<file path="src/include/ssr_pkg.sv">
// Purpose: constants for the system-control soft reset and raw event slice
// Assumes: 32-bit APB, byte addresses as printed
// Notes:   single clock domain
package ssr_pkg;
    localparam logic [11:0] OFF_SOFT_RESET_0 = 12'h040;
    localparam logic [11:0] OFF_SOFT_RESET_1 = 12'h044;
    localparam logic [11:0] OFF_PORT_RESET   = 12'h048;
    localparam logic [11:0] OFF_RAW_STATUS   = 12'h050;
    localparam logic [11:0] OFF_EVENT_MASK   = 12'h054;
    localparam logic [11:0] OFF_MASKED_CLR   = 12'h058;
    localparam logic [11:0] OFF_BROWNOUT_CTL = 12'h030;
    // implemented bits of each reset register
    localparam logic [31:0] SR0_BITS  = 32'h0011_0008;
    localparam logic [31:0] SR1_BITS  = 32'h0107_0013;
    localparam logic [31:0] PORT_BITS = 32'h0000_001F;
    localparam logic [31:0] RESET_VAL = 32'h0000_0000;
    localparam int SR0_PWM = 20;
    localparam int SR0_ADC = 16;
    localparam int SR0_WDT = 3;
    localparam int EVT_W        = 7;
    localparam int EVT_PLL_LOCK = 6;
    localparam int EVT_CUR_LIM  = 5;
    localparam int EVT_IOSC     = 4;
    localparam int EVT_MOSC     = 3;
    localparam int EVT_LDO      = 2;
    localparam int EVT_BROWNOUT = 1;
    localparam int EVT_PLL_FLT  = 0;
    localparam int BOR_SEL_BIT  = 1;
endpackage

</file>
<file path="src/logic/ssr_sysctl.sv">
// Purpose: soft reset registers, raw event status, mask and interrupt
// Assumes: event inputs are synchronous pulses or levels from on-chip monitors
// Notes:   only brown-out reset-select bit of its control register is kept here
`timescale 1ns/100ps
// Functional notes
// - writes to reset register 0 only change bits present in capability 1
// - writes to reset register 1 only change bits present in capability 2
// - writes to port reset register only change bits present in capability 4
// - reset reg 0: bit 20 pwm, 16 converter, 3 watchdog, reset 0
// - reset reg 1: bit 24 comparator, 18..16 timers two..zero, reset 0
// - reset reg 1: bit 4 sync serial, 1 serial one, 0 serial zero
// - port reset register bits 0..4 for ports a..e, reset 0
// - reserved bits read only; here they read zero, writes ignored
// - raw status read only, reset 0, set by hardware, cleared only by w1c to masked status
// - raw bit 6 set when pll ready timer asserts
// - raw bit 5 set when regulator current limit asserts
// - raw bit 4 internal oscillator fault, bit 3 main oscillator fault
// - raw bit 2 set when regulator output unregulated
// - raw bit 1 any brown-out; irq only with mask set, select clear
// - raw bit 0 set when pll stops oscillating
// - brown-out select 1 signals reset, 0 signals interrupt
// - interrupt only when both mask bit and raw bit are set
// - write one to masked status clears it and the raw bit
module ssr_sysctl (
    input  wire logic        clk,
    input  wire logic        rst_n,
    input  wire logic        psel,
    input  wire logic        penable,
    input  wire logic        pwrite,
    input  wire logic [11:0] paddr,
    input  wire logic [31:0] pwdata,
    output logic [31:0]      prdata,
    output logic             pready,
    output logic             pslverr,
    input  wire logic [31:0] capability_reg_1,
    input  wire logic [31:0] capability_reg_2,
    input  wire logic [31:0] capability_reg_4,
    input  wire logic        pll_ready_evt,
    input  wire logic        current_limit_evt,
    input  wire logic        internal_osc_fault_evt,
    input  wire logic        main_osc_fault_evt,
    input  wire logic        regulator_unreg_evt,
    input  wire logic        brownout_evt,
    input  wire logic        pll_fault_evt,
    output logic [31:0]      periph_reset_0,
    output logic [31:0]      periph_reset_1,
    output logic [31:0]      port_reset,
    output logic             sys_irq,
    output logic             brownout_reset_req
);
    // -------------------------------------------------------------
    // bus decode
    // -------------------------------------------------------------
    logic              wr_en;
    logic              rd_en;
    logic [31:0]       periph_soft_reset_0_ff;
    logic [31:0]       periph_soft_reset_1_ff;
    logic [31:0]       port_soft_reset_ff;
    logic [6:0]        sys_event_raw_status_ff;
    logic [6:0]        sys_event_mask_reg_ff;
    logic              brownout_reset_select_ff;
    logic [6:0]        evt_in;
    logic [6:0]        w1c_clr;
    logic [6:0]        nxt_raw;
    logic [31:0]       nxt_rdata;
    logic              nxt_err;
    logic              mapped;

    // zero wait state: access phase always completes in one cycle
    assign wr_en = psel && penable && pwrite;
    assign rd_en = psel && !penable && !pwrite;

    always_comb begin
        mapped = (paddr == ssr_pkg::OFF_SOFT_RESET_0) || (paddr == ssr_pkg::OFF_SOFT_RESET_1)
              || (paddr == ssr_pkg::OFF_PORT_RESET) || (paddr == ssr_pkg::OFF_RAW_STATUS)
              || (paddr == ssr_pkg::OFF_EVENT_MASK) || (paddr == ssr_pkg::OFF_MASKED_CLR)
              || (paddr == ssr_pkg::OFF_BROWNOUT_CTL);
        nxt_err = !mapped;
        nxt_rdata = 32'h0000_0000;
        // reserved bits read as zero
        unique case (paddr)
            ssr_pkg::OFF_SOFT_RESET_0: nxt_rdata = periph_soft_reset_0_ff;
            ssr_pkg::OFF_SOFT_RESET_1: nxt_rdata = periph_soft_reset_1_ff;
            ssr_pkg::OFF_PORT_RESET:   nxt_rdata = port_soft_reset_ff;
            ssr_pkg::OFF_RAW_STATUS:   nxt_rdata = {25'h0, sys_event_raw_status_ff};
            ssr_pkg::OFF_EVENT_MASK:   nxt_rdata = {25'h0, sys_event_mask_reg_ff};
            ssr_pkg::OFF_MASKED_CLR: begin
                nxt_rdata = {25'h0, sys_event_raw_status_ff & sys_event_mask_reg_ff};
            end
            ssr_pkg::OFF_BROWNOUT_CTL: begin
                nxt_rdata = {30'h0, brownout_reset_select_ff, 1'b0};
            end
            default:                   nxt_rdata = 32'h0000_0000;
        endcase
    end

    // read data registered in setup, so prdata is a flop output
    always_ff @(posedge clk or negedge rst_n) begin
        if (!rst_n) begin
            prdata  <= 32'h0000_0000;
            pslverr <= 1'b0;
        end else if (rd_en || (psel && !penable)) begin
            prdata  <= rd_en ? nxt_rdata : 32'h0000_0000;
            pslverr <= nxt_err;
        end
    end

    always_ff @(posedge clk or negedge rst_n) begin
        if (!rst_n) begin
            pready <= 1'b0;
        end else begin
            pready <= psel && !penable;
        end
    end

    // -------------------------------------------------------------
    // soft reset registers
    // -------------------------------------------------------------
    always_ff @(posedge clk or negedge rst_n) begin
        if (!rst_n) begin
            periph_soft_reset_0_ff <= ssr_pkg::RESET_VAL;
            periph_soft_reset_1_ff <= ssr_pkg::RESET_VAL;
            port_soft_reset_ff     <= ssr_pkg::RESET_VAL;
        end else if (wr_en) begin
            if (paddr == ssr_pkg::OFF_SOFT_RESET_0) begin
                periph_soft_reset_0_ff <= ((pwdata & capability_reg_1)
                    | (periph_soft_reset_0_ff & ~capability_reg_1)) & ssr_pkg::SR0_BITS;
            end
            if (paddr == ssr_pkg::OFF_SOFT_RESET_1) begin
                periph_soft_reset_1_ff <= ((pwdata & capability_reg_2)
                    | (periph_soft_reset_1_ff & ~capability_reg_2)) & ssr_pkg::SR1_BITS;
            end
            if (paddr == ssr_pkg::OFF_PORT_RESET) begin
                port_soft_reset_ff <= ((pwdata & capability_reg_4)
                    | (port_soft_reset_ff & ~capability_reg_4)) & ssr_pkg::PORT_BITS;
            end
        end
    end

    // reset outputs are registered copies of the register bits, one cycle behind; high holds in reset
    always_ff @(posedge clk or negedge rst_n) begin
        if (!rst_n) begin
            periph_reset_0 <= 32'h0000_0000;
            periph_reset_1 <= 32'h0000_0000;
            port_reset     <= 32'h0000_0000;
        end else begin
            periph_reset_0 <= periph_soft_reset_0_ff;
            periph_reset_1 <= periph_soft_reset_1_ff;
            port_reset     <= port_soft_reset_ff;
        end
    end

    // -------------------------------------------------------------
    // mask and brown-out select
    // -------------------------------------------------------------
    always_ff @(posedge clk or negedge rst_n) begin
        if (!rst_n) begin
            sys_event_mask_reg_ff    <= 7'h00;
            brownout_reset_select_ff <= 1'b0;
        end else if (wr_en) begin
            if (paddr == ssr_pkg::OFF_EVENT_MASK) begin
                sys_event_mask_reg_ff <= pwdata[6:0];
            end
            if (paddr == ssr_pkg::OFF_BROWNOUT_CTL) begin
                brownout_reset_select_ff <= pwdata[ssr_pkg::BOR_SEL_BIT];
            end
        end
    end

    // -------------------------------------------------------------
    // raw event status
    // -------------------------------------------------------------
    always_comb begin
        evt_in = 7'h00;
        evt_in[ssr_pkg::EVT_PLL_LOCK] = pll_ready_evt;
        evt_in[ssr_pkg::EVT_CUR_LIM]  = current_limit_evt;
        evt_in[ssr_pkg::EVT_IOSC]     = internal_osc_fault_evt;
        evt_in[ssr_pkg::EVT_MOSC]     = main_osc_fault_evt;
        evt_in[ssr_pkg::EVT_LDO]      = regulator_unreg_evt;
        evt_in[ssr_pkg::EVT_BROWNOUT] = brownout_evt;
        evt_in[ssr_pkg::EVT_PLL_FLT]  = pll_fault_evt;
        w1c_clr = (wr_en && paddr == ssr_pkg::OFF_MASKED_CLR)
                ? (pwdata[6:0] & sys_event_mask_reg_ff) : 7'h00;
        // new event wins over a clear in the same cycle
        nxt_raw = (sys_event_raw_status_ff & ~w1c_clr) | evt_in;
    end

    always_ff @(posedge clk or negedge rst_n) begin
        if (!rst_n) begin
            sys_event_raw_status_ff <= 7'h00;
        end else begin
            sys_event_raw_status_ff <= nxt_raw;
        end
    end

    // -------------------------------------------------------------
    // interrupt and brown-out reset
    // -------------------------------------------------------------
    logic [6:0] irq_src;
    always_comb begin
        irq_src = sys_event_raw_status_ff & sys_event_mask_reg_ff;
        // brown-out routed to reset instead when select is set
        irq_src[ssr_pkg::EVT_BROWNOUT] = irq_src[ssr_pkg::EVT_BROWNOUT]
                                       & !brownout_reset_select_ff;
    end

    always_ff @(posedge clk or negedge rst_n) begin
        if (!rst_n) begin
            sys_irq            <= 1'b0;
            brownout_reset_req <= 1'b0;
        end else begin
            sys_irq            <= |irq_src;
            brownout_reset_req <= brownout_reset_select_ff
                               && sys_event_raw_status_ff[ssr_pkg::EVT_BROWNOUT];
        end
    end

    // -------------------------------------------------------------
    // checks
    // -------------------------------------------------------------
    a_sr0_gated: assert property (@(posedge clk) disable iff (!rst_n)
        (wr_en && paddr == ssr_pkg::OFF_SOFT_RESET_0) |=>
        ((periph_soft_reset_0_ff ^ $past(periph_soft_reset_0_ff)) & ~$past(capability_reg_1)) == 0)
        else $error("reset reg 0 changed an absent bit");
    a_sr1_gated: assert property (@(posedge clk) disable iff (!rst_n)
        (wr_en && paddr == ssr_pkg::OFF_SOFT_RESET_1) |=>
        ((periph_soft_reset_1_ff ^ $past(periph_soft_reset_1_ff)) & ~$past(capability_reg_2)) == 0)
        else $error("reset reg 1 changed an absent bit");
    a_port_gated: assert property (@(posedge clk) disable iff (!rst_n)
        (wr_en && paddr == ssr_pkg::OFF_PORT_RESET && pwdata[0] && capability_reg_4[0])
        |=> port_soft_reset_ff[0])
        else $error("port a reset bit did not take write");
    a_sr0_bits: assert property (@(posedge clk) disable iff (!rst_n)
        (periph_soft_reset_0_ff & ~ssr_pkg::SR0_BITS) == 0)
        else $error("reserved bit set in reset reg 0");
    a_sr1_bits: assert property (@(posedge clk) disable iff (!rst_n)
        (periph_soft_reset_1_ff & ~ssr_pkg::SR1_BITS) == 0)
        else $error("reserved bit set in reset reg 1");
    a_evt_sets: assert property (@(posedge clk) disable iff (!rst_n)
        pll_ready_evt |=> sys_event_raw_status_ff[ssr_pkg::EVT_PLL_LOCK])
        else $error("pll lock event lost");
    a_bor_route: assert property (@(posedge clk) disable iff (!rst_n)
        (sys_event_raw_status_ff[ssr_pkg::EVT_BROWNOUT] && brownout_reset_select_ff)
        |=> brownout_reset_req)
        else $error("brown-out reset not signalled");
    a_irq_gate: assert property (@(posedge clk) disable iff (!rst_n)
        ##1 sys_irq == $past(|irq_src))
        else $error("interrupt does not follow masked status");
    a_w1c_clear: assert property (@(posedge clk) disable iff (!rst_n)
        (w1c_clr[0] && !pll_fault_evt) |=> !sys_event_raw_status_ff[0])
        else $error("w1c did not clear raw bit");

    // -------------------------------------------------------------
    // reset register checks
    // -------------------------------------------------------------
    a_sr2_bits: assert property (@(posedge clk) disable iff (!rst_n)
        (port_soft_reset_ff & ~ssr_pkg::PORT_BITS) == 0)
        else $error("reserved bit set in port reset reg");
    a_sr2_gated: assert property (@(posedge clk) disable iff (!rst_n)
        (wr_en && paddr == ssr_pkg::OFF_PORT_RESET) |=>
        ((port_soft_reset_ff ^ $past(port_soft_reset_ff)) & ~$past(capability_reg_4)) == 0)
        else $error("port reset reg changed an absent bit");
    a_sr0_follows: assert property (@(posedge clk) disable iff (!rst_n)
        (wr_en && paddr == ssr_pkg::OFF_SOFT_RESET_0) |=>
        ((periph_soft_reset_0_ff ^ $past(pwdata)) & $past(capability_reg_1)
            & ssr_pkg::SR0_BITS) == 0)
        else $error("reset reg 0 did not take present bits");
    a_sr1_follows: assert property (@(posedge clk) disable iff (!rst_n)
        (wr_en && paddr == ssr_pkg::OFF_SOFT_RESET_1) |=>
        ((periph_soft_reset_1_ff ^ $past(pwdata)) & $past(capability_reg_2)
            & ssr_pkg::SR1_BITS) == 0)
        else $error("reset reg 1 did not take present bits");
    a_sr2_follows: assert property (@(posedge clk) disable iff (!rst_n)
        (wr_en && paddr == ssr_pkg::OFF_PORT_RESET) |=>
        ((port_soft_reset_ff ^ $past(pwdata)) & $past(capability_reg_4)
            & ssr_pkg::PORT_BITS) == 0)
        else $error("port reset reg did not take present bits");
    // a bit that drifts between writes drops a peripheral in or out of reset
    a_sr0_hold: assert property (@(posedge clk) disable iff (!rst_n)
        !(wr_en && paddr == ssr_pkg::OFF_SOFT_RESET_0) |=> $stable(periph_soft_reset_0_ff))
        else $error("reset reg 0 moved without a write");
    a_sr1_hold: assert property (@(posedge clk) disable iff (!rst_n)
        !(wr_en && paddr == ssr_pkg::OFF_SOFT_RESET_1) |=> $stable(periph_soft_reset_1_ff))
        else $error("reset reg 1 moved without a write");
    a_sr2_hold: assert property (@(posedge clk) disable iff (!rst_n)
        !(wr_en && paddr == ssr_pkg::OFF_PORT_RESET) |=> $stable(port_soft_reset_ff))
        else $error("port reset reg moved without a write");
    a_out_copy: assert property (@(posedge clk) disable iff (!rst_n)
        1'b1 |=> {periph_reset_0, periph_reset_1, port_reset}
            == $past({periph_soft_reset_0_ff, periph_soft_reset_1_ff, port_soft_reset_ff}))
        else $error("reset outputs do not follow registers");

    // -------------------------------------------------------------
    // bus checks
    // -------------------------------------------------------------
    // no wait states: a master waiting on pready sees it right after setup
    a_ready_setup: assert property (@(posedge clk) disable iff (!rst_n)
        (psel && !penable) |=> pready)
        else $error("pready missing after setup");
    a_ready_only: assert property (@(posedge clk) disable iff (!rst_n)
        !(psel && !penable) |=> !pready)
        else $error("pready outside access cycle");
    a_err_unmapped: assert property (@(posedge clk) disable iff (!rst_n)
        (psel && !penable && !mapped) |=> pslverr)
        else $error("unmapped address gave no error");
    a_sr0_rsvd: assert property (@(posedge clk) disable iff (!rst_n)
        (pready && paddr == ssr_pkg::OFF_SOFT_RESET_0) |-> (prdata & ~ssr_pkg::SR0_BITS) == 0)
        else $error("reserved bits of reset reg 0 read nonzero");
    a_sr1_rsvd: assert property (@(posedge clk) disable iff (!rst_n)
        (pready && paddr == ssr_pkg::OFF_SOFT_RESET_1) |-> (prdata & ~ssr_pkg::SR1_BITS) == 0)
        else $error("reserved bits of reset reg 1 read nonzero");
    a_sr2_rsvd: assert property (@(posedge clk) disable iff (!rst_n)
        (pready && paddr == ssr_pkg::OFF_PORT_RESET) |-> (prdata & ~ssr_pkg::PORT_BITS) == 0)
        else $error("reserved bits of port reset reg read nonzero");
    a_raw_read: assert property (@(posedge clk) disable iff (!rst_n)
        (pready && !pwrite && paddr == ssr_pkg::OFF_RAW_STATUS)
        |-> prdata == {25'h0, $past(sys_event_raw_status_ff)})
        else $error("raw status read wrong");
    a_masked_read: assert property (@(posedge clk) disable iff (!rst_n)
        (pready && !pwrite && paddr == ssr_pkg::OFF_MASKED_CLR)
        |-> prdata == {25'h0, $past(sys_event_raw_status_ff & sys_event_mask_reg_ff)})
        else $error("masked status read wrong");

    // -------------------------------------------------------------
    // raw event checks
    // -------------------------------------------------------------
    a_cur_lim_sets: assert property (@(posedge clk) disable iff (!rst_n)
        current_limit_evt |=> sys_event_raw_status_ff[ssr_pkg::EVT_CUR_LIM])
        else $error("current limit event lost");
    a_iosc_sets: assert property (@(posedge clk) disable iff (!rst_n)
        internal_osc_fault_evt |=> sys_event_raw_status_ff[ssr_pkg::EVT_IOSC])
        else $error("internal oscillator fault lost");
    a_mosc_sets: assert property (@(posedge clk) disable iff (!rst_n)
        main_osc_fault_evt |=> sys_event_raw_status_ff[ssr_pkg::EVT_MOSC])
        else $error("main oscillator fault lost");
    a_ldo_sets: assert property (@(posedge clk) disable iff (!rst_n)
        regulator_unreg_evt |=> sys_event_raw_status_ff[ssr_pkg::EVT_LDO])
        else $error("regulator unregulated event lost");
    a_bor_sets: assert property (@(posedge clk) disable iff (!rst_n)
        brownout_evt |=> sys_event_raw_status_ff[ssr_pkg::EVT_BROWNOUT])
        else $error("brown-out event lost");
    a_pllf_sets: assert property (@(posedge clk) disable iff (!rst_n)
        pll_fault_evt |=> sys_event_raw_status_ff[ssr_pkg::EVT_PLL_FLT])
        else $error("pll fault event lost");
    // bits only fall on a w1c; a read or a quiet input leaves them set
    a_raw_sticky: assert property (@(posedge clk) disable iff (!rst_n)
        1'b1 |=> ($past(sys_event_raw_status_ff) & ~sys_event_raw_status_ff
            & ~$past(w1c_clr)) == 7'h00)
        else $error("raw bit fell without a clear");
    a_raw_rise: assert property (@(posedge clk) disable iff (!rst_n)
        1'b1 |=> (sys_event_raw_status_ff & ~$past(sys_event_raw_status_ff)
            & ~$past(evt_in)) == 7'h00)
        else $error("raw bit rose without an event");
    a_w1c_all: assert property (@(posedge clk) disable iff (!rst_n)
        (wr_en && paddr == ssr_pkg::OFF_MASKED_CLR) |=> (sys_event_raw_status_ff
            & $past(pwdata[6:0] & sys_event_mask_reg_ff & ~evt_in)) == 7'h00)
        else $error("w1c left a masked raw bit set");

    // -------------------------------------------------------------
    // interrupt checks
    // -------------------------------------------------------------
    a_irq_off: assert property (@(posedge clk) disable iff (!rst_n)
        ((sys_event_raw_status_ff & sys_event_mask_reg_ff) == 7'h00) |=> !sys_irq)
        else $error("interrupt with nothing unmasked");
    a_irq_on: assert property (@(posedge clk) disable iff (!rst_n)
        ((sys_event_raw_status_ff & sys_event_mask_reg_ff
            & ~(7'h01 << ssr_pkg::EVT_BROWNOUT)) != 7'h00) |=> sys_irq)
        else $error("unmasked event gave no interrupt");
    a_bor_irq: assert property (@(posedge clk) disable iff (!rst_n)
        (sys_event_raw_status_ff[ssr_pkg::EVT_BROWNOUT] && !brownout_reset_select_ff
            && sys_event_mask_reg_ff[ssr_pkg::EVT_BROWNOUT]) |=> sys_irq)
        else $error("brown-out interrupt missing");
    // with reset selected the brown-out must stay off the interrupt line
    a_bor_quiet: assert property (@(posedge clk) disable iff (!rst_n)
        (brownout_reset_select_ff && (sys_event_raw_status_ff & sys_event_mask_reg_ff
            & ~(7'h01 << ssr_pkg::EVT_BROWNOUT)) == 7'h00) |=> !sys_irq)
        else $error("brown-out reached interrupt with reset selected");
    a_bor_req_off: assert property (@(posedge clk) disable iff (!rst_n)
        (!brownout_reset_select_ff || !sys_event_raw_status_ff[ssr_pkg::EVT_BROWNOUT])
        |=> !brownout_reset_req)
        else $error("brown-out reset without select and event");
    a_mask_write: assert property (@(posedge clk) disable iff (!rst_n)
        (wr_en && paddr == ssr_pkg::OFF_EVENT_MASK)
        |=> sys_event_mask_reg_ff == $past(pwdata[6:0]))
        else $error("mask register did not take write");
    a_sel_write: assert property (@(posedge clk) disable iff (!rst_n)
        (wr_en && paddr == ssr_pkg::OFF_BROWNOUT_CTL)
        |=> brownout_reset_select_ff == $past(pwdata[ssr_pkg::BOR_SEL_BIT]))
        else $error("brown-out select did not take write");
endmodule

</file>
<file path="config.mk">
export PLATFORM = sky130hd
export DESIGN_NAME = ssr_sysctl
export DESIGN_NICKNAME = d
export VERILOG_FILES = /design/src/include/ssr_pkg.sv /design/src/logic/ssr_sysctl.sv
export SDC_FILE = /design/constraint.sdc
export NUM_CORES = 1
export LEC_CHECK = 0
export ABC_AREA = 1
export BUFFER_PORTS_ARGS = -buffer_cell sky130_fd_sc_hd__buf_4
export CORE_AREA = 2 2 109 111
export CTS_BUF_LIST = sky130_fd_sc_hd__clkbuf_8
export DETAILED_ROUTE_END_ITERATION = 8
export DIE_AREA = 0 0 111 113
export PLACE_DENSITY_LB_ADDON = 0.2
export SLEW_MARGIN = 20
export SYNTH_ARGS = -nofsm -noshare
export SYNTH_HDL_FRONTEND = slang
export SYNTH_SLANG_ARGS = --single-unit
export TNS_END_PERCENT = 10
</file>
<file path="constraint.sdc">
create_clock -name clk -period 1.55 [get_ports clk]
set_input_delay 0.3875 -clock clk [delete_from_list [all_inputs] [get_ports clk]]
set_output_delay 0.3875 -clock clk [all_outputs]
set_load 0.03 [all_outputs]
</file>
==> flow_metrics.env, run 1 <==
export IMPL_status="finished clean"
export IMPL_finalSetupTns_ps=0
export IMPL_hold_end="sys_event_raw_status_ff[0]"
export IMPL_finalWirelength_mm=8.29
export IMPL_synth_enable_flop_cells=0
export IMPL_slew_viol_final=0
export IMPL_fmax_ghz=0.768
export IMPL_cts_clk_slew_worst_paths_ps=70
export IMPL_postRouteAntennaNets=0
export IMPL_worst_path_buf_inv=1
export IMPL_startpoint_type="flop"
export IMPL_die_h_um=113
export IMPL_overflow=0
export IMPL_reg2reg_slack_ps=430
export IMPL_fin_crit_ps=1300
export IMPL_via_count=2726
export IMPL_whs_ps=225
export IMPL_path_cells="buf_4"
export IMPL_power_leakage_nw=2.46
export IMPL_async_reset_ff_share_pct=100
export IMPL_final_area_um2=4360
export IMPL_min_delay_start="pll_fault_evt"
export IMPL_final_hold_viol_count=0
export IMPL_wl_per_cell_um=12.3
export IMPL_path_max_fanout=2
export IMPL_syn_inst=422
export IMPL_pin_count=284
export IMPL_crit_type="flop to output pin"
export IMPL_ys_ff_latch=61
export IMPL_numCtsBuffers=9
export IMPL_finalSetupViolations=0
export IMPL_dp_cells=659
export IMPL_drt_iter0_drc=114
export IMPL_power_density_nw_per_um2=815
export IMPL_h_tree_depth=3
export IMPL_routabilityCongestion=0.842
export IMPL_cp_required_ps=1160
export IMPL_dpl_cell_area_um2=4160
export IMPL_rows=39
export IMPL_drt_pre_antenna_iters=4
export IMPL_die_w_um=111
export IMPL_rr_worst_depth=4
export IMPL_dpl_hpwl_mm=6.65
export IMPL_viasPerCell=4.03
export IMPL_drc=0
export IMPL_cts_setup_buffers=0
export IMPL_fillerInstances=1163
export IMPL_core_um2=11300
export IMPL_cts_tree="yes"
export IMPL_cts_root_buf="clkbuf_8"
export IMPL_peakVddDrop_mv=0.421
export IMPL_cap_violations=0
export IMPL_slowest_delay_ps=400
export IMPL_regArea_um2=1530
export IMPL_min_path_cells=2
export IMPL_antenna_cells=0
export IMPL_port_buffer_count=81
export IMPL_antenna_found_initial=0
export IMPL_avgSynthCellArea_um2=8.59
export IMPL_total_power_mw=3.55
export IMPL_track_usage_pct=13.5
export IMPL_grt_pass1_vias=2558
export IMPL_final_cell_count_no_fill=676
export IMPL_min_path_type="primary input to flop"
export IMPL_synth_seq_area_share_pct=42.1
export IMPL_startpoint="prdata[24]"
export IMPL_cts_resized_gates=0
export IMPL_drive_gt1_share_pct=27.4
export IMPL_rsz0062_at_grt="no"
export IMPL_layout_commonest_cell="nand2_1"
export IMPL_r2r_start="sys_event_mask_reg_ff[2]"
export IMPL_yosys_warnings=0
export IMPL_grt_max_degree=42
export IMPL_multi_input_area_um2=1580
export IMPL_slowest_stage="dfrtp_1"
export IMPL_final_cell_mix="104 x nand2_1, 101 x conb_1, 96 x buf_4, 61 x dfrtp_1, 38 x nand3_1"
export IMPL_crit_arrival_ps=910
export IMPL_fin_skew_ps=8.60
export IMPL_start_util_pct=32.2
export IMPL_ys_types=31
export IMPL_r2r_end="sys_irq"
export IMPL_clk_latency_ps=340
export IMPL_area_growth_pct=20.3
export IMPL_clkSinkCount=61
export IMPL_nets=680
export IMPL_critPathTopFamily="flip-flops"
export IMPL_cp_end_kind="output pin"
export IMPL_grt_first_pass_wirelength_mm=13.2
export IMPL_netlist_area_um2=3630
export IMPL_fin_crit_sh_pct=84.0
export IMPL_synthFlopType="dfrtp_1"
export IMPL_clk_path_buf_depth=2
export IMPL_die_area_um2=12500
-- synthesized netlist by cell type (3+ instances only) --
| master | n | area (um2) |
|---|---|---|
| a21o_1 | 7 | 52.6 |
| buf_4 | 101 | 758 |
| dfrtp_1 | 61 | 1530 |
| inv_1 | 21 | 78.8 |
| inv_2 | 3 | 11.3 |
| nand2_1 | 104 | 390 |
| nand2_2 | 3 | 18.8 |
| nand2_4 | 7 | 78.8 |
| nand3_1 | 38 | 190 |
| nand4_1 | 9 | 56.3 |
| nor2_1 | 15 | 56.3 |
| nor2_2 | 6 | 37.5 |
| nor2_4 | 6 | 67.6 |
| nor2_8 | 3 | 60.1 |
| nor3_1 | 4 | 20.0 |
| o21ai_0 | 6 | 30.0 |
| o21ai_1 | 14 | 70.1 |
-- metrics by stage --
stage | utilization, % | setup slack, ps
5_1_grt | 38.7 | 158
3_5_place_dp | 36.9 | -87.3
4_1_cts | 38.7 | 228
3_3_place_gp | 36.9 | -68.3
6_report | 38.7 | 248
2_1_floorplan | - | 223
-- layer usage --
layer | wire (um) | global-route usage [%] | share of wire (%)
met5 | 0 | 0 | 0
met4 | 97 | 4.25 | 1.2
met3 | 707 | 4.18 | 8.5
met2 | 3710 | 21.6 | 45
met1 | 3770 | 17.7 | 45
-- how the worst max path moves through the flow --
stage | endpoint | cells after the start
3_5_place_dp | prdata[6] | 9
3_3_place_gp | prdata[6] | 9
2_1_floorplan | sys_event_mask_reg_ff[3] | 9
6_report | prdata[24] | 1
5_1_grt | flop | 9
4_1_cts | prdata[24] | 1
-- report_power, final --
group	switching, mW	internal [mW]	total (mW)	leakage, nW
combinational	0.468	0.128	0.596	1.56
sequential	0.00302	1.60	1.60	0.802
clock	0.626	0.732	1.36	0.0987
total	1.10	2.46	3.55	2.46
-- worst register-to-register path: cells and delay by family, from the launching register on --
kind,cells,cell delay [ps]
and+or+nand+nor,3,280
DFF,1,440
AOI/OAI and AO/OA,1,260
-- logic make-up after synthesis --
group	count (synthesis)	synth area share, %
buffers and inverters	131	24.7
AO/OA/AOI/OAI	30	4.90
multiplexers	1	0.276
AND/OR/NAND/NOR	198	27.9
other	1	0.103
flip-flops	61	42.1
-- what timing repair did --
item,CTS,global route
hold endpoints to repair,20,0
setup endpoints to repair,0,0
hold buffers,1,0
-- area by class of cell --
type | instances | share of cell area (%)
tap | 143 | 4.10
clock inverter | 7 | 1.52
timing repair buffer | 100 | 18.1
multi-input combinational | 330 | 36.2
inverter | 26 | 2.27
sequential | 61 | 35.0
clock buffer | 9 | 2.84
Power figures use the tool's default switching activity.
==> run 2: changes to the inputs <==
==> constraint.sdc (replaced) <==
create_clock -name clk -period 1.3 [get_ports clk]
set_input_delay 0.325 -clock clk [delete_from_list [all_inputs] [get_ports clk]]
set_output_delay 0.325 -clock clk [all_outputs]
set_load 0.03 [all_outputs]
==> run 2 against run 1 <==
Against the previous run: total power grew 32%; non-clock buffer count grew 4; clock-buffer cell count is the same; sequential share of layout area shrank 0.91 points; clock power grew 54%; die area is the same; utilization grew 1.0 points; routed wire length grew 2.0%; setup slack lost 200 ps; critical endpoint is now prdata[17]; highest routed layer unchanged.
==> flow_metrics.env, run 2 (same netlist as run 1, synthesis figures left out) <==
export IMPL_critPathTopFamily="flip-flops"
export IMPL_postRouteAntennaNets=0
export IMPL_antenna_found_initial=0
export IMPL_dpl_hpwl_mm=6.72
export IMPL_cts_tree="yes"
export IMPL_cts_clk_slew_worst_paths_ps=80
export IMPL_fillerInstances=1176
export IMPL_viasPerCell=4.05
export IMPL_slowest_stage="dfrtp_1"
export IMPL_routabilityCongestion=0.858
export IMPL_startpoint_type="flop"
export IMPL_numCtsBuffers=9
export IMPL_rows=39
export IMPL_grt_first_pass_wirelength_mm=13.3
export IMPL_final_area_um2=4480
export IMPL_area_growth_pct=23.5
export IMPL_regArea_um2=1530
export IMPL_cap_violations=0
export IMPL_grt_pass1_vias=2585
export IMPL_clk_latency_ps=340
export IMPL_drt_pre_antenna_iters=4
export IMPL_die_area_um2=12500
export IMPL_die_h_um=113
export IMPL_min_path_type="primary input to flop"
export IMPL_fmax_ghz=0.796
export IMPL_fin_crit_ps=1260
export IMPL_track_usage_pct=13.7
export IMPL_fin_skew_ps=6.76
export IMPL_nets=684
export IMPL_cp_required_ps=980
export IMPL_drc=0
export IMPL_worst_path_buf_inv=1
export IMPL_clkSinkCount=61
export IMPL_clk_path_buf_depth=2
export IMPL_fin_util_pct=39.7
export IMPL_pre_cts_slack_ps=-259
export IMPL_final_hold_viol_count=0
export IMPL_crit_arrival_ps=930
export IMPL_path_cells="buf_4"
export IMPL_h_tree_depth=3
export IMPL_cp_end_kind="output pin"
export IMPL_slowest_delay_ps=400
export IMPL_port_buffer_count=81
export IMPL_final_cell_mix="104 x nand2_1, 101 x conb_1, 99 x buf_4, 61 x dfrtp_1, 38 x nand3_1"
export IMPL_cts_setup_buffers=0
export IMPL_power_density_nw_per_um2=1050
export IMPL_overflow=0
export IMPL_antenna_cells=0
export IMPL_pin_count=284
export IMPL_finalWirelength_mm=8.45
export IMPL_fin_crit_sh_pct=96.6
export IMPL_layout_commonest_cell="nand2_1"
export IMPL_path_max_fanout=2
export IMPL_startpoint="prdata[17]"
export IMPL_slew_viol_final=0
export IMPL_via_count=2757
export IMPL_status="finished clean"
export IMPL_wl_per_cell_um=12.4
export IMPL_min_delay_start="pll_ready_evt"
export IMPL_finalSetupViolations=0
export IMPL_drt_iter0_drc=144
export IMPL_peakVddDrop_mv=0.621
export IMPL_setup_ws_ps=44.5
export IMPL_r2r_start="sys_event_raw_status_ff[2]"
export IMPL_whs_ps=154
export IMPL_multi_input_area_um2=1600
export IMPL_crit_type="flop to output pin"
export IMPL_die_w_um=111
export IMPL_cts_root_buf="clkbuf_8"
export IMPL_power_leakage_nw=2.50
export IMPL_dpl_cell_area_um2=4210
export IMPL_core_um2=11300
export IMPL_drive_gt1_share_pct=28.3
export IMPL_start_util_pct=32.2
export IMPL_grt_max_degree=62
run 2: changes by cell type in the layout (fill, tap and decap cells not counted), sizes merged:
cell      before  now
inv           24   25
buf           99  103
clkinv         7    3
clkinvlp       1    2
bufinv         1    3
run 2: timing repair:
| action | in CTS | in global routing |
|---|---|---|
| resized for setup | 0 | 3 |
| endpoints found under the setup margin | 0 | 2 |
| hold endpoints to repair | 61 | 0 |
| hold buffers | 1 | 0 |
run 2: layout make-up:
| type | instances | area share, % |
|---|---|---|
| tap | 143 | 3.99 |
| timing repair buffer | 104 | 18.6 |
| clock inverter | 7 | 2.74 |
| inverter | 26 | 2.21 |
| multi-input combinational | 330 | 35.6 |
| sequential | 61 | 34.1 |
| clock buffer | 9 | 2.77 |
run 2: per-stage QoR:
step / instances / setup TNS, ps / total power, mW
after floorplan: 522 / 0 / 2.65
after global placement: 663 / -7710 / 2.65
after detailed placement: 663 / -8200 / 2.65
after CTS: 680 / 0 / 4.77
after global routing: 680 / -10.5 / 4.90
final: 680 / 0 / 4.71
run 2: report_power, final:
group | switching (mW) | internal [mW] | leakage, nW
Clock | 0.804 | 1.28 | 0.116
Sequential | 0.00294 | 1.90 | 0.802
Combinational | 0.561 | 0.156 | 1.58
Total | 1.37 | 3.34 | 2.50
run 2: layer usage:
layer  up-vias  wire length (um)  GRT usage (%)
li1       1368                 -              -
met1      1241              3730           17.9
met2       139              3870           21.2
met3         9               781           4.82
met4         0                74           4.50
met5         -                 0              0
run 2: path summary, 6_finish.rpt:
check	endpoint	slack, ps	cells after the start
min in group asynchronous	periph_reset_1[1]	540	3
worst max register to register	sys_irq	180	4
worst min-delay path	sys_event_raw_status_ff[6]	150	2
worst max-delay path	prdata[17]	40	1
max in group asynchronous	sys_event_mask_reg_ff[4]	500	3
worst min register to register	periph_reset_1[4]	410	0
